### src/design/mac_params.svh
// Constants for the micromirror array load controller
`ifndef MAC_PARAMS_SVH
`define MAC_PARAMS_SVH
`define MAC_CLK_KHZ   125000
`define MAC_REF_MHZ   50
`define MAC_INIT_MS   220
`define MAC_PARK_US   300
`define MAC_STRB_NS   40
`define MAC_LEVEL_NS  400
`define MAC_SPI_HALF  4
`define MAC_HB_EDGES  25000000
`define MAC_REG_CTRL   8'h00
`define MAC_REG_STATUS 8'h04
`define MAC_REG_TX     8'h08
`define MAC_REG_RX     8'h0C
`define MAC_REG_ROW    8'h10
`define MAC_CTRL_RST   1'h1
`define MAC_INIT_BYTE  8'h5A
`define MAC_KIND_A     4'h1
`define MAC_KIND_B     4'h2
`define MAC_SEL_BIAS   2'h1
`define MAC_SEL_OFFSET 2'h2
`define MAC_SEL_KICK   2'h3
`define MAC_CNT_ALL    2'h3
`define MAC_RESP_OK    2'h0
`define MAC_RESP_ERR   2'h2
`endif

### src/design/mac_pkg.sv
// Types for the micromirror array load controller
package mac_pkg;
    typedef enum logic [1:0] {
        I_SEND = 2'b00,
        I_WAIT = 2'b01,
        I_RUN  = 2'b11
    } mac_init_t;

    typedef enum logic [1:0] {
        P_IDLE = 2'b00,
        P_KICK = 2'b01,
        P_BIAS = 2'b11,
        P_PARK = 2'b10
    } mac_pulse_t;

    typedef struct packed {
        logic [28:0] m1;
        logic [28:0] m2;
        logic [71:0] l1;
        logic [71:0] l2;
        logic [3:0]  lclk3;
        logic        ref3;
        logic [24:0] hb_cnt;
        logic        hb;
        mac_init_t   ist;
        logic [24:0] icnt;
        logic        iact;
        logic        ok;
        logic        bad;
        logic [3:0]  kind;
        mac_pulse_t  pst;
        logic [15:0] pcnt;
        logic        strb;
        logic [1:0]  cnt_sel;
        logic [1:0]  lvl;
        logic [3:0]  grp;
        logic        ract;
        logic        parked;
        logic        go3;
        logic [63:0] dout;
        logic [3:0]  dclk;
        logic [3:0]  sctrl;
        logic        sel_n;
        logic        sck;
        logic        si;
        logic        busy;
        logic [7:0]  sh;
        logic [7:0]  rx;
        logic [3:0]  bits;
        logic [2:0]  div;
        logic        awready;
        logic        wready;
        logic        bvalid;
        logic [1:0]  bresp;
        logic        arready;
        logic        rvalid;
        logic [31:0] rdata;
        logic [1:0]  rresp;
        logic        run;
        logic [12:0] row;
    } mac_state_t;
endpackage

### src/design/mac_top.sv
// Micromirror array load controller: data forwarding, pulse driver control, init
`timescale 1ns/10ps
`include "mac_params.svh"
module mac_top
    import mac_pkg::*;
#(
    parameter int unsigned INIT_CYC = `MAC_INIT_MS * `MAC_CLK_KHZ,
    parameter int unsigned PARK_CYC = `MAC_PARK_US * `MAC_CLK_KHZ / 1000,
    parameter int unsigned HB_EDGES = `MAC_HB_EDGES
) (
    // Clock and reset
    input  wire logic        aclk,
    input  wire logic        aresetn,
    input  wire logic        async_reset_n,
    input  wire logic        ref_clock_in,
    // AXI4-Lite slave
    input  wire logic [7:0]  s_axi_awaddr,
    input  wire logic        s_axi_awvalid,
    output logic             s_axi_awready,
    input  wire logic [31:0] s_axi_wdata,
    input  wire logic [3:0]  s_axi_wstrb,
    input  wire logic        s_axi_wvalid,
    output logic             s_axi_wready,
    output logic [1:0]       s_axi_bresp,
    output logic             s_axi_bvalid,
    input  wire logic        s_axi_bready,
    input  wire logic [7:0]  s_axi_araddr,
    input  wire logic        s_axi_arvalid,
    output logic             s_axi_arready,
    output logic [31:0]      s_axi_rdata,
    output logic [1:0]       s_axi_rresp,
    output logic             s_axi_rvalid,
    input  wire logic        s_axi_rready,
    // User data and commands
    input  wire logic [63:0] user_data_bus,
    input  wire logic [3:0]  user_data_clock,
    input  wire logic [3:0]  user_data_valid,
    input  wire logic [1:0]  row_mode_ctrl,
    input  wire logic [10:0] row_addr_ptr,
    input  wire logic [3:0]  block_addr_ptr,
    input  wire logic [1:0]  block_cmd_mode,
    input  wire logic        block_cmd_go,
    input  wire logic        mirror_park_request,
    input  wire logic [3:0]  array_id_in,
    // Status to user
    output logic [3:0]       array_kind_out,
    output logic             reset_active_out,
    output logic             init_active_out,
    output logic             heartbeat_out,
    output logic             init_done_out,
    // Array side
    output logic [63:0]      array_data_bus,
    output logic [3:0]       array_data_clock,
    output logic [3:0]       array_serial_ctrl,
    // Pulse driver
    output logic             driver_port_select_n,
    output logic             port_serial_clock,
    output logic             port_serial_in,
    input  wire logic        port_serial_out,
    input  wire logic        driver_irq,
    output logic             level_strobe,
    output logic [1:0]       out_count_sel,
    output logic [1:0]       level_sel,
    output logic [3:0]       group_addr
);
    localparam int unsigned STRB_CYC = (`MAC_STRB_NS * `MAC_CLK_KHZ + 999999) / 1000000;
    localparam int unsigned LVL_CYC  = (`MAC_LEVEL_NS * `MAC_CLK_KHZ + 999999) / 1000000;

    mac_state_t q;
    mac_state_t d;
    logic [63:0] lane_dout;
    logic [3:0]  lane_fwd;
    logic        go_edge;
    logic        ref_edge;
    logic        rst;

    // Pin sampling reused below: [0] reset pin, [1] ref clk, [2] park, [3] go
    // [4] serial return, [5] irq, [9:6] id, [11:10] mode, [15:12] block, [28:16] row
    assign rst      = !aresetn || !q.m2[0];
    assign go_edge  = q.m2[3] && !q.go3;
    assign ref_edge = q.m2[1] && !q.ref3;

    genvar i;
    generate
        for (i = 0; i < 4; i++) begin : g_lane
            // Each bus sampled on both edges of its own clock
            assign lane_fwd[i] = (q.l2[i] ^ q.lclk3[i]) && q.l2[4 + i] && q.ok && q.run
                                 && !q.parked;
            assign lane_dout[16*i +: 16] = lane_fwd[i] ? q.l2[8 + 16*i +: 16]
                                                       : q.dout[16*i +: 16];
        end
    endgenerate

    always_comb begin
        d = q;
        d.m1    = {row_addr_ptr, row_mode_ctrl, block_addr_ptr, block_cmd_mode, array_id_in,
                   driver_irq, port_serial_out, block_cmd_go, mirror_park_request,
                   ref_clock_in, async_reset_n};
        d.m2    = q.m1;
        d.l1    = {user_data_bus, user_data_valid, user_data_clock};
        d.l2    = q.l1;
        d.lclk3 = q.l2[3:0];
        d.ref3  = q.m2[1];
        d.go3   = q.m2[3];

        // Heartbeat counts reference edges so it also proves that clock runs
        if (ref_edge) begin
            if (q.hb_cnt == 25'(HB_EDGES - 1)) begin
                d.hb_cnt = '0;
                d.hb     = !q.hb;
            end else begin
                d.hb_cnt = q.hb_cnt + 25'h1;
            end
        end

        // Forwarding toward the array
        d.dout  = lane_dout;
        d.dclk  = q.dclk ^ lane_fwd;
        d.sctrl = lane_fwd;

        // Serial port shifter, mode 0, MSB first
        if (q.busy) begin
            if (q.div == 3'(`MAC_SPI_HALF - 1)) begin
                d.div = '0;
                if (!q.sck) begin
                    d.sck  = 1'b1;
                    d.rx   = {q.rx[6:0], q.m2[4]};
                    d.bits = q.bits + 4'h1;
                end else begin
                    d.sck = 1'b0;
                    if (q.bits == 4'h8) begin
                        d.busy  = 1'b0;
                        d.sel_n = 1'b1;
                    end else begin
                        d.sh = {q.sh[6:0], 1'b0};
                        d.si = q.sh[6];
                    end
                end
            end else begin
                d.div = q.div + 3'h1;
            end
        end

        // Initialization: program driver, wait, then check the array
        case (q.ist)
            I_SEND: begin
                d.busy  = 1'b1;
                d.sel_n = 1'b0;
                d.sh    = `MAC_INIT_BYTE;
                d.si    = 1'(`MAC_INIT_BYTE >> 7);
                d.bits  = '0;
                d.div   = '0;
                d.ist   = I_WAIT;
            end
            I_WAIT: begin
                if (q.icnt == 25'(INIT_CYC - 1) && !q.busy) begin
                    d.ist  = I_RUN;
                    d.iact = 1'b0;
                    // Unknown ids keep the array dark for good
                    if (q.m2[9:6] == `MAC_KIND_A || q.m2[9:6] == `MAC_KIND_B) begin
                        d.kind = q.m2[9:6];
                        d.ok   = 1'b1;
                    end else begin
                        d.bad = 1'b1;
                    end
                end else if (q.icnt != 25'(INIT_CYC - 1)) begin
                    d.icnt = q.icnt + 25'h1;
                end
            end
            I_RUN: begin
                d.ist = I_RUN;
            end
            default: d.ist = I_SEND;
        endcase

        // Pulse waveform: kick then bias for a command, offset alone for park, each strobed once
        case (q.pst)
            P_IDLE: begin
                if (q.m2[2] && q.ok) begin
                    d.pst     = P_PARK;
                    d.cnt_sel = `MAC_CNT_ALL;
                    d.lvl     = `MAC_SEL_OFFSET;
                    d.grp     = '0;
                    d.pcnt    = '0;
                    d.ract    = 1'b1;
                end else if (go_edge && q.ok) begin
                    // Row pointer is sampled with the command so data is set up first
                    d.row     = q.m2[28:16];
                    d.pst     = P_KICK;
                    d.cnt_sel = q.m2[11:10];
                    d.lvl     = `MAC_SEL_KICK;
                    d.pcnt    = '0;
                    d.ract    = 1'b1;
                    case (q.m2[11:10])
                        2'h0:    d.grp = q.m2[15:12];
                        2'h1:    d.grp = {q.m2[15:13], 1'b0};
                        2'h2:    d.grp = {q.m2[15:14], 2'h0};
                        default: d.grp = 4'h0;
                    endcase
                end
            end
            P_KICK, P_BIAS: begin
                if (q.pcnt == 16'(LVL_CYC - 1)) begin
                    d.pcnt = '0;
                    if (q.pst == P_KICK) begin
                        d.pst = P_BIAS;
                        d.lvl = `MAC_SEL_BIAS;
                    end else begin
                        d.pst  = P_IDLE;
                        d.ract = 1'b0;
                    end
                end else begin
                    d.pcnt = q.pcnt + 16'h1;
                end
            end
            P_PARK: begin
                // Park holds until the request drops; data stops passing only once the park count ends and parked is set
                if (!q.m2[2]) begin
                    d.pst    = P_IDLE;
                    d.parked = 1'b0;
                    d.ract   = 1'b0;
                end else if (q.pcnt == 16'(PARK_CYC - 1)) begin
                    d.parked = 1'b1;
                    d.ract   = 1'b0;
                end else begin
                    d.pcnt = q.pcnt + 16'h1;
                end
            end
            default: d.pst = P_IDLE;
        endcase
        d.strb = (d.pst != P_IDLE) && !d.parked && (d.pcnt < 16'(STRB_CYC));

        // Register writes: address and data taken together
        if (q.awready) begin
            d.awready = 1'b0;
            d.wready  = 1'b0;
        end
        if (q.bvalid && s_axi_bready) begin
            d.bvalid = 1'b0;
        end
        if (!q.bvalid && !q.awready && s_axi_awvalid && s_axi_wvalid) begin
            d.awready = 1'b1;
            d.wready  = 1'b1;
            d.bvalid  = 1'b1;
            d.bresp   = `MAC_RESP_OK;
            case (s_axi_awaddr)
                `MAC_REG_CTRL: if (s_axi_wstrb[0]) d.run = s_axi_wdata[0];
                `MAC_REG_TX: begin
                    // Dropped while busy or before init ends
                    if (s_axi_wstrb[0] && !q.busy && q.ist == I_RUN) begin
                        d.busy  = 1'b1;
                        d.sel_n = 1'b0;
                        d.sh    = s_axi_wdata[7:0];
                        d.si    = s_axi_wdata[7];
                        d.bits  = '0;
                        d.div   = '0;
                    end
                end
                `MAC_REG_STATUS, `MAC_REG_RX, `MAC_REG_ROW: d.bresp = `MAC_RESP_OK;
                default: d.bresp = `MAC_RESP_ERR;
            endcase
        end

        // Register reads
        if (q.arready) begin
            d.arready = 1'b0;
        end
        if (q.rvalid && s_axi_rready) begin
            d.rvalid = 1'b0;
        end
        if (!q.rvalid && !q.arready && s_axi_arvalid) begin
            d.arready = 1'b1;
            d.rvalid  = 1'b1;
            d.rresp   = `MAC_RESP_OK;
            case (s_axi_araddr)
                `MAC_REG_CTRL:   d.rdata = {31'h0, q.run};
                `MAC_REG_STATUS: d.rdata = {20'h0, q.kind, 2'h0, q.m2[5], q.busy,
                                            q.bad, q.parked, q.ract, q.iact};
                `MAC_REG_RX:     d.rdata = {24'h0, q.rx};
                `MAC_REG_ROW:    d.rdata = {19'h0, q.row};
                default: begin
                    d.rdata = 32'h0;
                    d.rresp = `MAC_RESP_ERR;
                end
            endcase
        end
    end

    always_ff @(posedge aclk) begin
        if (rst) begin
            q       <= '0;
            q.m1    <= d.m1;
            q.m2    <= d.m2;
            q.iact  <= 1'b1;
            q.sel_n <= 1'b1;
            q.run   <= `MAC_CTRL_RST;
            q.ist   <= I_SEND;
            q.pst   <= P_IDLE;
        end else begin
            q <= d;
        end
    end

    assign s_axi_awready        = q.awready;
    assign s_axi_wready         = q.wready;
    assign s_axi_bvalid         = q.bvalid;
    assign s_axi_bresp          = q.bresp;
    assign s_axi_arready        = q.arready;
    assign s_axi_rvalid         = q.rvalid;
    assign s_axi_rdata          = q.rdata;
    assign s_axi_rresp          = q.rresp;
    assign array_kind_out       = q.kind;
    assign reset_active_out     = q.ract;
    assign init_active_out      = q.iact;
    assign heartbeat_out        = q.hb;
    assign init_done_out        = q.ok;
    assign array_data_bus       = q.dout;
    assign array_data_clock     = q.dclk;
    assign array_serial_ctrl    = q.sctrl;
    assign driver_port_select_n = q.sel_n;
    assign port_serial_clock    = q.sck;
    assign port_serial_in       = q.si;
    assign level_strobe         = q.strb;
    assign out_count_sel        = q.cnt_sel;
    assign level_sel            = q.lvl;
    assign group_addr           = q.grp;
endmodule // mac_top

### config.mk
export PLATFORM = sky130hd
export DESIGN_NAME = mac_top
export DESIGN_NICKNAME = d
export VERILOG_FILES = /design/src/design/mac_pkg.sv /design/src/design/mac_top.sv
export VERILOG_INCLUDE_DIRS = /design/src /design/src/design
export SDC_FILE = /design/constraint.sdc
export NUM_CORES = 1
export LEC_CHECK = 0
export BUFFER_PORTS_ARGS = -buffer_cell sky130_fd_sc_hd__buf_4
export CAP_MARGIN = 15
export CORE_ASPECT_RATIO = 0.75
export CORE_MARGIN = 5
export CORE_UTILIZATION = 40
export CTS_BUF_LIST = sky130_fd_sc_hd__clkbuf_2 sky130_fd_sc_hd__clkbuf_4 sky130_fd_sc_hd__clkbuf_8
export CTS_CLUSTER_DIAMETER = 50
export DETAILED_ROUTE_END_ITERATION = 16
export PLACE_DENSITY = 0.66
export REMOVE_ABC_BUFFERS = 1
export SETUP_SLACK_MARGIN = 0.3
export SLEW_MARGIN = 10
export SYNTH_ARGS = -nofsm -noshare
export SYNTH_HDL_FRONTEND = slang
export SYNTH_SLANG_ARGS = --single-unit
### constraint.sdc
create_clock -name aclk -period 6.56 [get_ports aclk]
set_clock_uncertainty 0.15 [all_clocks]
set_input_delay 0.328 -clock aclk [delete_from_list [all_inputs] [get_ports aclk]]
set_output_delay 0.328 -clock aclk [all_outputs]
set_load 0.01 [all_outputs]
Yosys cells after proc, flatten, opt, wreduce, memory -nomap -nowiden
Index checks and enable logic that the tools add are counted.
W data, S select, Z words.

storage, ports and cells
  bits in registers = 451
  bits of input ports = 160
  output and inout bits = 133
  logic and storage cells = 217

cells by class
  add/sub/neg operators = 5
  $lt $le $gt $ge = 1
  eq/ne operators = 29
  mux-type cells = 54
  bitwise operators = 9
  reduce and logical (&&, ||, !) cells = 72

operators by type and width
  cell                     number
  $pmux W18 S3             1
  $pmux W13 S4             1
  $add A25 B1 Y25 const B  2
  $eq A25 B25 Y1 const B   2
  $mux W10                 5
  $mux W16                 3
  $mux W18                 2
  $mux W36                 1
  $logic_and A1 B1 Y1      32
  $mux W27                 1
  $mux W25                 1
  $ne A25 B25 Y1 const B   1
  $eq A8 B4 Y1 const B     3
  $mux W12                 2
  $mux W24                 1
  $mux W7                  3
  $mux W2                  10
  $mux W9                  2
  $reduce_and A3 Y1        6
  $add A16 B1 Y16 const B  1
  $eq A16 B16 Y1 const B   1
  $eq A16 B6 Y1 const B    1
  $eq A8 B3 Y1 const B     2
  $eq A8 B5 Y1 const B     2
  other kinds (31)         84

Depth between registers and ports, before layout
Gate-level depths: netlist of run 1.

  word-level depth = 9
  depth in mapped cells = 10
  mapped depth without buffers = 9

Worst setup path before layout of run 1
Ideal clock, no wire load.

  path kind = reg-to-reg
  start = register q[166] (netlist name)
  end = register q (netlist bit level_strobe)
  library setup time = 73 ps
  arrival = 2331 ps
  data required time = 6337 ps
  setup slack = 4006 ps
  cell stages (with the launch flop) = 10
  path buffers = 1
  period minus slack after synthesis = 2554 ps
  cells stage by stage = dfxtp_1 -> ha_1 -> or4b_2 -> nor4_4 -> o22a_4 -> buf_6 -> nor2_1 -> a211oi_2 -> nand4_1 -> nor3_2

on the way
  cells in the longest elaborated chain, start to end = 7
  elaborated cells on any way between the ends = 18
  those cells by class = add/sub: 1; order compare: 1; eq/ne: 2; mux: 10; reduce/logical: 4

ends and longest elaborated chain
  what                                                     RTL line        RTL
  start: declaration                                       mac_top.sv:69   mac_state_t q;
  branches (longest 6 deep; another with $add A16 B1 Y16)  n/a
  $logic_and A1 B1 Y1 *                                    mac_top.sv:231  d.strb = (d.pst != P_IDLE) && !d.parked && (d.pcnt < 16'(STRB_CYC));

Mark *: on every way between the ends. The select of a mux whose other input is x is not followed.
A chain may end at the register's enable or synchronous reset.

Final worst setup path of run 1
  start = register q[393] (netlist name)
  end = register q (netlist bit s_axi_bvalid)

on the way
  cells in the longest elaborated chain, start to end = 2

ends and longest elaborated chain
  what                RTL line       RTL
  $logic_not A1 Y1    mac_top.sv:79  assign rst = !aresetn || !q.m2[0];
  $logic_or A1 B1 Y1  mac_top.sv:79

No other way between the ends.

==> out/qor.yml, run 1 <==
syn_area_um2: 15300
total_power_mw: 5.22
crit_type: "reg2reg"
fp.dieH_um: 180
ios: 293
synth-edff-count: 0
status: "completed"
grt_overflow: 0
ys_async_sr_fraction_pct: 0
numCtsBuffers: 66
grt_pass1_vias: 11900
hold_ws_ns: 0.107
combPwrFrac_pct: 4.1
crit_start: "q[393]"
leakage_nw: 8.04
reg2reg_from: "q[393]"
synthCells: 1640
hold_violations: 0
drive_gt1_share_pct: 19.7
p_sw_mw: 1.13
die-area_um2: 42400
syn_to_final_growth_pct: 26.3
cts-root-buf: "clkbuf_8"
fillers: 3401
required_ns: 6.90
ctsHoldBuffers: 123
seqPwrFrac_pct: 51.2
rows: 62
first_pass_iters: 6
avgSynthCellArea_um2: 9.35
ir_drop_uv: 195
maxCapViolations: 0
power_density_nw_per_um2: 270
antenna_left: 0
hold_path_startpoint: "s_axi_araddr[2]"
clk_path_buf_depth: 3
ys.flop_type: "dfxtp_1"
rsz0062_at_grt: "no"
die-width_um: 236
fin_area_um2: 19400
fmax_mhz: 306
min_period_ns: 3.26
fin_nets: 2058
clkLatencyLatePin_ns: 0.61
crit_fanout: 87
start_util_pct: 40.3
tightest_slew_ns: 1.04
synth_warnings: 0
setup_viol: 0
cp.arrival_ns: 3.61
switching_share_pct: 21.7
start_kind: "flip-flop"
viasPerCell: 4.84
clkSinkCount: 429
wl_per_cell_um: 14.8
ys_types: 66
slew_viol_final: 0
relSlewSlack_pct: 30.2
drc: 0
drtIter0Drc: 761
endpoint_kind: "flip-flop"
grt_usage_pct: 16.6
drt_wl_total_mm: 36.4
grt_max_degree: 96
placed_cell_area_um2: 16700
cts_setup_buffers: 0
ctsResizeCount: 0
ys_seq_area_share_pct: 56.0
placedCellCount: 2212
final_cell_count_no_fill: 2452
antenna_found_initial: 4
vias: 11900
grt_pass1_wl_mm: 59.5
place.gp.congestion: 0.860
htree_num_levels: 3
finalSetupTns_ns: 0
io_buffers: 244
fin_crit_sh_pct: 49.8
clkTransAtPathRegs_ns: 0.06
hold_path_class: "in2reg"
ys_ff_latch: 429
internal_power_mw: 4.09
cts_tree: "done"
dp_hpwl_mm: 23.3
clkPwrFrac_pct: 44.7
coreArea_um2: 38100
-- Yosys cell counts (3+ instances only) --
master | count | area, µm²
nand4b_1 | 5 | 43.8
nor3_1 | 18 | 90.1
o21a_1 | 3 | 22.5
buf_4 | 122 | 916
mux2i_1 | 12 | 120
inv_1 | 12 | 45.0
nor3b_1 | 3 | 22.5
nor4_1 | 11 | 68.8
and2_1 | 13 | 81.3
dfxtp_1 | 429 | 8590
ha_1 | 7 | 87.6
xnor2_1 | 29 | 254
or2_2 | 3 | 18.8
and3_1 | 165 | 1030
or3_1 | 8 | 50.1
a22oi_1 | 9 | 67.6
o21ai_0 | 31 | 155
a31oi_1 | 5 | 31.3
xor2_1 | 29 | 254
o211ai_1 | 7 | 52.6
nor2b_1 | 6 | 37.5
and4b_1 | 3 | 30.0
nand3_1 | 27 | 135
a21oi_1 | 134 | 671
a222oi_1 | 5 | 50.1
nor4b_1 | 5 | 43.8
nor2_1 | 142 | 533
nand2b_1 | 7 | 43.8
nand2_1 | 230 | 863
nand4_1 | 24 | 150
and4_1 | 7 | 61.3
clkbuf_1 | 88 | 330
-- state kept, by name (all words and copies together), names as in the netlist, 2 cells and up --
register / count
q: 210
d: 107
array_data_bus: 64
s_axi_rdata: 13
array_data_clock: 4
array_kind_out: 4
array_serial_ctrl: 4
group_addr: 4
level_sel: 2
out_count_sel: 2
-- metrics by stage --
stage	setup slack, ns	util, %
2_1_floorplan	0.798	-
3_3_place_gp	3.51	43.8
3_5_place_dp	3.46	43.8
4_1_cts	3.32	50.8
5_1_grt	3.05	50.8
6_report	3.30	50.8
-- cell usage in the layout, fill, tap and decap left out, drive strengths merged, types with 8 or more instances in the layout --
master	netlist	final
dfxtp	429	429
buf	124	252
nand2	230	230
and3	165	165
nor2	142	142
a21oi	134	134
dlygate4sd3	0	123
clkbuf	88	102
o21ai	32	32
xor2	29	29
xnor2	29	29
nand3	27	27
nand4	24	24
conb	1	21
nor3	19	19
inv	12	16
and2	15	15
nor4	13	13
mux2i	12	12
a22oi	9	9
or3	8	8
-- power groups by stage --
stage / clock (mW) / combinational, mW / sequential (mW)
after detailed placement: 0 / 0.153 / 2.73
after global routing: 2.53 / 0.233 / 2.68
after CTS: 2.41 / 0.212 / 2.68
after floorplan: 0 / 0.0534 / 2.73
after global placement: 0 / 0.151 / 2.73
final: 2.34 / 0.213 / 2.68
-- critical path: stages (launching register included) --
cell and delay, ns:
dfxtp_4 0.55, nand2_4 0.84, buf_4 0.85, a21oi_1 0.07, dlygate4sd3_1 0.59
-- routing by layer --
layer,global-route usage [%],share of wire [%],vias up
met5,0,0.036,-
met4,6.15,2.9,2
met3,5.65,7.4,70
met2,27.2,46,329
met1,20.5,43,5567
li1,-,-,5906
-- area by class of cell --
cell class                      count  area, µm²  area share, %
Antenna cell                        4       10.0         0.0517
Clock buffer                      102       1300           6.73
Clock inverter                     11        119          0.614
Inverter                           13       48.8          0.252
Multi-Input combinational cell   1006       5520           28.5
Sequential cell                   429       8590           44.4
Tap cell                          512        641           3.31
Timing Repair Buffer              375       3120           16.1
-- kinds of logic (layout without fill, tap and decap cells) --
| kind of cell | count (synthesis) | in the layout | share of synthesized area (%) |
|---|---|---|---|
| AND/OR/NAND/NOR | 689 | 689 | 22.4 |
| flip-flops | 429 | 429 | 56.0 |
| buffers and inverters | 225 | 501 | 8.54 |
| AO/OA/AOI/OAI | 219 | 219 | 8.33 |
| XOR/XNOR | 58 | 58 | 3.31 |
| multiplexers | 12 | 12 | 0.783 |
| adder cells (fa/ha/maj) | 7 | 7 | 0.571 |
| other | 1 | 25 | 0.0245 |
-- final timing paths --
kind | cells after the start | slack (ns) | end
worst max-delay path | 4 | 3.30 | s_axi_bvalid
worst max register to register | 4 | 3.30 | s_axi_bvalid
worst min-delay path | 5 | 0.11 | s_axi_rdata[12]
worst min register to register | 0 | 0.17 | q[398]
(Power assumes the default switching activity.)
==> run 2, diff against run 1 <==
- ABC_AREA: not set -> 1
- PLACE_DENSITY: 0.66 -> 0.68
- clock period: 6.56 -> 2.8 ns (I/O delays scaled with it)
==> run 2 against run 1 <==
Via count rose by 18%; global-route usage increased by 1.5 points; synthesized area up 7.1%; cell count is 24% higher; sequential power increased by 130%; count of clock-buffer cells in the layout fell by 1; total power increased by 140%; hold slack worse by 0.060 ns; synthesized cell count is 29% higher; clock power up 140%; critical endpoint is now s_axi_rdata[0]; largest power group unchanged.
==> out/qor.yml, run 2 <==
die-width_um: 244
hold_violations: 0
setup_viol: 0
reg2reg_from: "q[191]"
start_kind: "input pin"
cpPeakStageDelay_ns: 0.64
grt_pass1_vias: 13800
syn_to_final_growth_pct: 29.1
drc: 0
io_buffers: 244
clkSinkCount: 429
layout_common_cells: "449 x nor2_1, 429 x dfxtp_1, 293 x inv_1"
fmax_mhz: 432
final_cell_count_no_fill: 3039
total_power_mw: 12.4
regMostFlops: "q"
final_common_cell: "nor2_1"
coreArea_um2: 40700
crit_type: "in2reg"
ys_seq_area_share_pct: 52.3
die-area_um2: 45300
r2r_cells: 12
maxCapViolations: 0
relSlewSlack_pct: 53.2
fillers: 3678
tightest_slew_ns: 0.701
vias: 14000
crit_top_cell: "dlygate4sd3_1"
clkTransAtPathRegs_ns: 0.06
crit_start: "s_axi_araddr[3]"
ys_types: 48
synthTopCellsByArea: "dfxtp_1 52%, nor2_1 10%, inv_1 6.7%, nand2_1 6.4%, buf_4 5.7%"
htree_num_levels: 3
status: "completed"
place_ws_ns: 0.313
drive_gt1_share_pct: 17.0
clk_path_buf_depth: 3
grt_max_degree: 147
fin_nets: 2632
clkLatencyLatePin_ns: 0.62
ys_async_sr_fraction_pct: 0
dp_hpwl_mm: 27.3
wl_per_cell_um: 13.9
antenna_left: 0
hold_ws_ns: 0.0479
synth-edff-count: 0
hold_path_startpoint: "s_axi_araddr[0]"
drt_wl_total_mm: 42.1
min_period_ns: 2.32
worst_slack_ns: 0.483
hold_depth: 7
r2r-end: "array_kind_out[0]"
fp.dieH_um: 185
crit_fanout: 3
drtIter0Drc: 753
synth_common_cells: "450 x nor2_1, 429 x dfxtp_1, 295 x inv_1"
rsz0062_at_grt: "no"
antenna_found_initial: 1
yosysMostFrequentCell: "nor2_1"
start_util_pct: 40.4
largest_reg_flops: 210
numCtsBuffers: 70
first_pass_iters: 5
leakage_nw: 9.17
synth_top_area_share_pct: 52.3
grt_usage_pct: 18.1
slew_viol_final: 0
syn_area_um2: 16400
critPathSlowestCell: "dlygate4sd3_1"
grt_pass1_wl_mm: 67.9
rows: 64
placedCellCount: 2744
hold_path_end: "s_axi_rdata[3]"
fin_area_um2: 21200
cp.arrival_ns: 2.72
finalSetupTns_ns: 0
ys.flop_type: "dfxtp_1"
cts-root-buf: "clkbuf_8"
power_density_nw_per_um2: 586
synth_warnings: 0
ir_drop_uv: 517
endpoint_kind: "flip-flop"
viasPerCell: 4.62
post-route-util_pct: 52.1
synthCells: 2120
required_ns: 3.20
avgSynthCellArea_um2: 7.75
ys_ff_latch: 429
ios: 293
place.gp.congestion: 0.926
hold_path_class: "in2reg"
path_cells: "dlygate4sd3_1 > buf_4 > nor4_1 > dlygate4sd3_1 > nand2_1 > nand4_1 > nand2_1 > a21oi_1 > dlygate4sd3_1"
cts_tree: "done"
yosysTopAreaCell: "dfxtp_1"
placed_cell_area_um2: 18000
grt_overflow: 0
r2r_slack_ns: 0.50
fin_crit_sh_pct: 82.7
==> run 2: changes by cell type after synthesis, sizes merged, moves of 40 or more <==
| cell | previous run | this run |
|---|---|---|
| a21oi | 134 | 89 |
| and3 | 165 | 0 |
| inv | 12 | 301 |
| nand2 | 230 | 286 |
| nand3 | 27 | 67 |
| nor2 | 142 | 460 |
| o21ai | 32 | 144 |
==> run 2: how the worst max path moves through the flow <==
stage	end	slack (ns)	cells past startpoint
floorplan	q[234]	-5.06	6
global placement	level_strobe	0.35	11
detailed placement	level_strobe	0.31	11
CTS	level_strobe	0.30	11
global route	q[209]	0.31	10
finish	s_axi_rdata[0]	0.48	9
==> run 2: kinds of logic after synthesis <==
family / count (synthesis) / synth area share, %
other cells: 1 / 0.0228
buf+inv: 496 / 14.3
flops: 429 / 52.3
mux: 1 / 0.0686
compound gates: 266 / 8.68
xor+xnor: 36 / 1.92
simple gates: 884 / 22.2
fa+ha+maj: 7 / 0.533
==> run 2: layer usage <==
metal	GRT usage (%)	vias up	share of wire [%]
met5	0	-	0
met4	5.77	0	2.4
met3	5.02	79	6.9
met2	30.3	383	47
met1	22.9	6478	44
li1	-	7106	-
==> run 2: critical path, delay by kind of cell <==
family / cells / cell delay (ns)
buffers and inverters: 4 / 1.93
and+or+nand+nor: 4 / 0.53
AOI/OAI and AO/OA: 1 / 0.11
==> run 2: what timing repair did <==
item | CTS | global route
resized for setup | 0 | 7
hold buffers | 172 | 1
endpoints found under the setup margin | 0 | 18
endpoints found under the hold margin | 142 | 1
setup buffers | 0 | 4
==> run 2: cell type report <==
type	count	area (µm²)	share of cell area (%)
inverters	307	1160	5.47
repair buffers	442	3780	17.8
diodes	2	5.00	0.0236
well taps	528	661	3.12
clock buffers	101	1260	5.97
flip-flops and latches	429	8590	40.5
multi-input cells	1215	5590	26.4
clock inverters	15	156	0.738
==> run 2: report_power, final <==
part           internal, mW  switching, mW  total, mW
registers              6.22         0.0378       6.26
clock network          3.03           2.48       5.50
logic                 0.354          0.307      0.662
total                  9.60           2.82       12.4
==> run 3, diff against run 2 <==
- clock period: 2.8 -> 2.05 ns (I/O delays scaled with it)
==> run 3 against run 2 <==
Via count rose by 4.8%; highest routed layer is now met5; die area did not move; critical endpoint is now level_strobe; worst setup slack got worse by 0.37 ns; sequential power rose by 36%.
==> out/qor.yml, run 3 (synthesized netlist as in run 2, its figures left out) <==
drive_gt1_share_pct: 27.8
wl_per_cell_um: 14.6
critPathSlowestCell: "dfxtp_2"
post-route-util_pct: 57.2
setup_viol: 0
placedCellCount: 2782
coreArea_um2: 40700
die-area_um2: 45300
tightest_slew_ns: 0.571
clkTransAtPathRegs_ns: 0.06
fin_nets: 2741
vias: 14700
antenna_left: 0
fp.dieH_um: 185
rows: 64
ir_drop_uv: 628
regMostFlops: "q"
grt_pass1_vias: 14500
place_ws_ns: 0.00961
numCtsBuffers: 70
grt_pass1_wl_mm: 70.5
drtIter0Drc: 769
min_period_ns: 1.94
placed_cell_area_um2: 18300
clk_path_buf_depth: 3
ios: 293
io_buffers: 244
hold_violations: 0
relSlewSlack_pct: 61.9
first_pass_iters: 5
fmax_mhz: 515
path_cells: "buf_6 > inv_4 > ha_4 > nand3_2 > nor2_2 > nand2_2 > buf_12 > nand4_1 > nand2_1 > nor2_1 > nand4_1 > nor2_1 > nand2_1 > nor2_1"
layout_common_cells: "424 x nor2_1, 376 x dfxtp_1, 330 x buf_4"
start_kind: "flip-flop"
final_common_cell: "nor2_1"
cts-root-buf: "clkbuf_8"
cp.arrival_ns: 2.35
crit_type: "reg2reg"
fin_area_um2: 23300
total_power_mw: 17.8
die-width_um: 244
required_ns: 2.46
slew_viol_final: 0
syn_to_final_growth_pct: 41.7
grt_max_degree: 60
drc: 0
hold_ws_ns: 0.0687
place.gp.congestion: 0.910
htree_num_levels: 3
grt_usage_pct: 18.8
viasPerCell: 4.66
crit_top_cell: "nor2_1"
endpoint_kind: "flip-flop"
start_util_pct: 40.4
final_cell_count_no_fill: 3160
cpPeakStageDelay_ns: 0.33
dp_hpwl_mm: 28.6
cts_tree: "done"
largest_reg_flops: 210
crit_fanout: 4
worst_slack_ns: 0.110
power_density_nw_per_um2: 763
hold_path_class: "in2reg"
drt_wl_total_mm: 46.1
rsz0062_at_grt: "yes"
leakage_nw: 10.1
status: "completed"
antenna_found_initial: 3
finalSetupTns_ns: 0
grt_overflow: 0
maxCapViolations: 0
clkLatencyLatePin_ns: 0.62
clkSinkCount: 429
fin_crit_sh_pct: 94.6
run 3: cell types whose count changed in the layout (fill, tap and decap cells not counted), moves of 22 or more:
cell           change
buf_4             +63
dfxtp_1           -53
dfxtp_2           +44
nand2_1           -43
dlygate4sd3_1     +25
nor2_1            -25
nand2_4           +22
run 3: final cells by class:
type | instances | area (µm²)
Sequential cell | 429 | 8680
Inverter | 307 | 1170
Clock buffer | 106 | 1320
Fill cell | 3440 | 17400
Multi-Input combinational cell | 1215 | 6370
Timing Repair Buffer | 550 | 4810
Timing Repair inverter | 1 | 5.00
Tap cell | 528 | 661
Clock inverter | 21 | 254
Antenna cell | 3 | 7.51
run 3: repair_timing:
item                                    in CTS  in global routing
pin swaps                                   21                 91
resized for setup                           84                241
endpoints found under the setup margin      98                160
cloned                                       0                  4
hold endpoints to repair                   179                  0
buffers inserted                            12                 33
hold buffers                               199                  0
run 3: layer usage:
metal  vias up  global-route usage, %  share of wire, %
met4         2                   5.62               1.8
met5         -                      0             0.037
met1      6876                   23.4                43
met2       402                   32.3                49
li1       7350                      -                 -
met3        87                   5.01               6.5
run 3: final timing paths:
| path | slack [ns] | end | startpoint | cells after the start |
|---|---|---|---|---|
| min | 0.07 | q[13] | s_axi_awaddr[6] | 8 |
| min reg2reg | 0.17 | q[408] | d[408] | 0 |
| max reg2reg | 0.11 | level_strobe | q[167] | 14 |
| max | 0.11 | level_strobe | q[167] | 14 |
run 3: power by group:
group | internal (mW) | switching (mW)
combinational | 0.568 | 0.480
sequential | 8.49 | 0.0550
clock | 4.60 | 3.57
run 3: worst max-delay path, delay by kind of cell (launching register included):
kind	cells	cell delay, ns
and+or+nand+nor	10	0.94
buffers and inverters	3	0.33
DFF	1	0.33
adders and majority gates	1	0.11
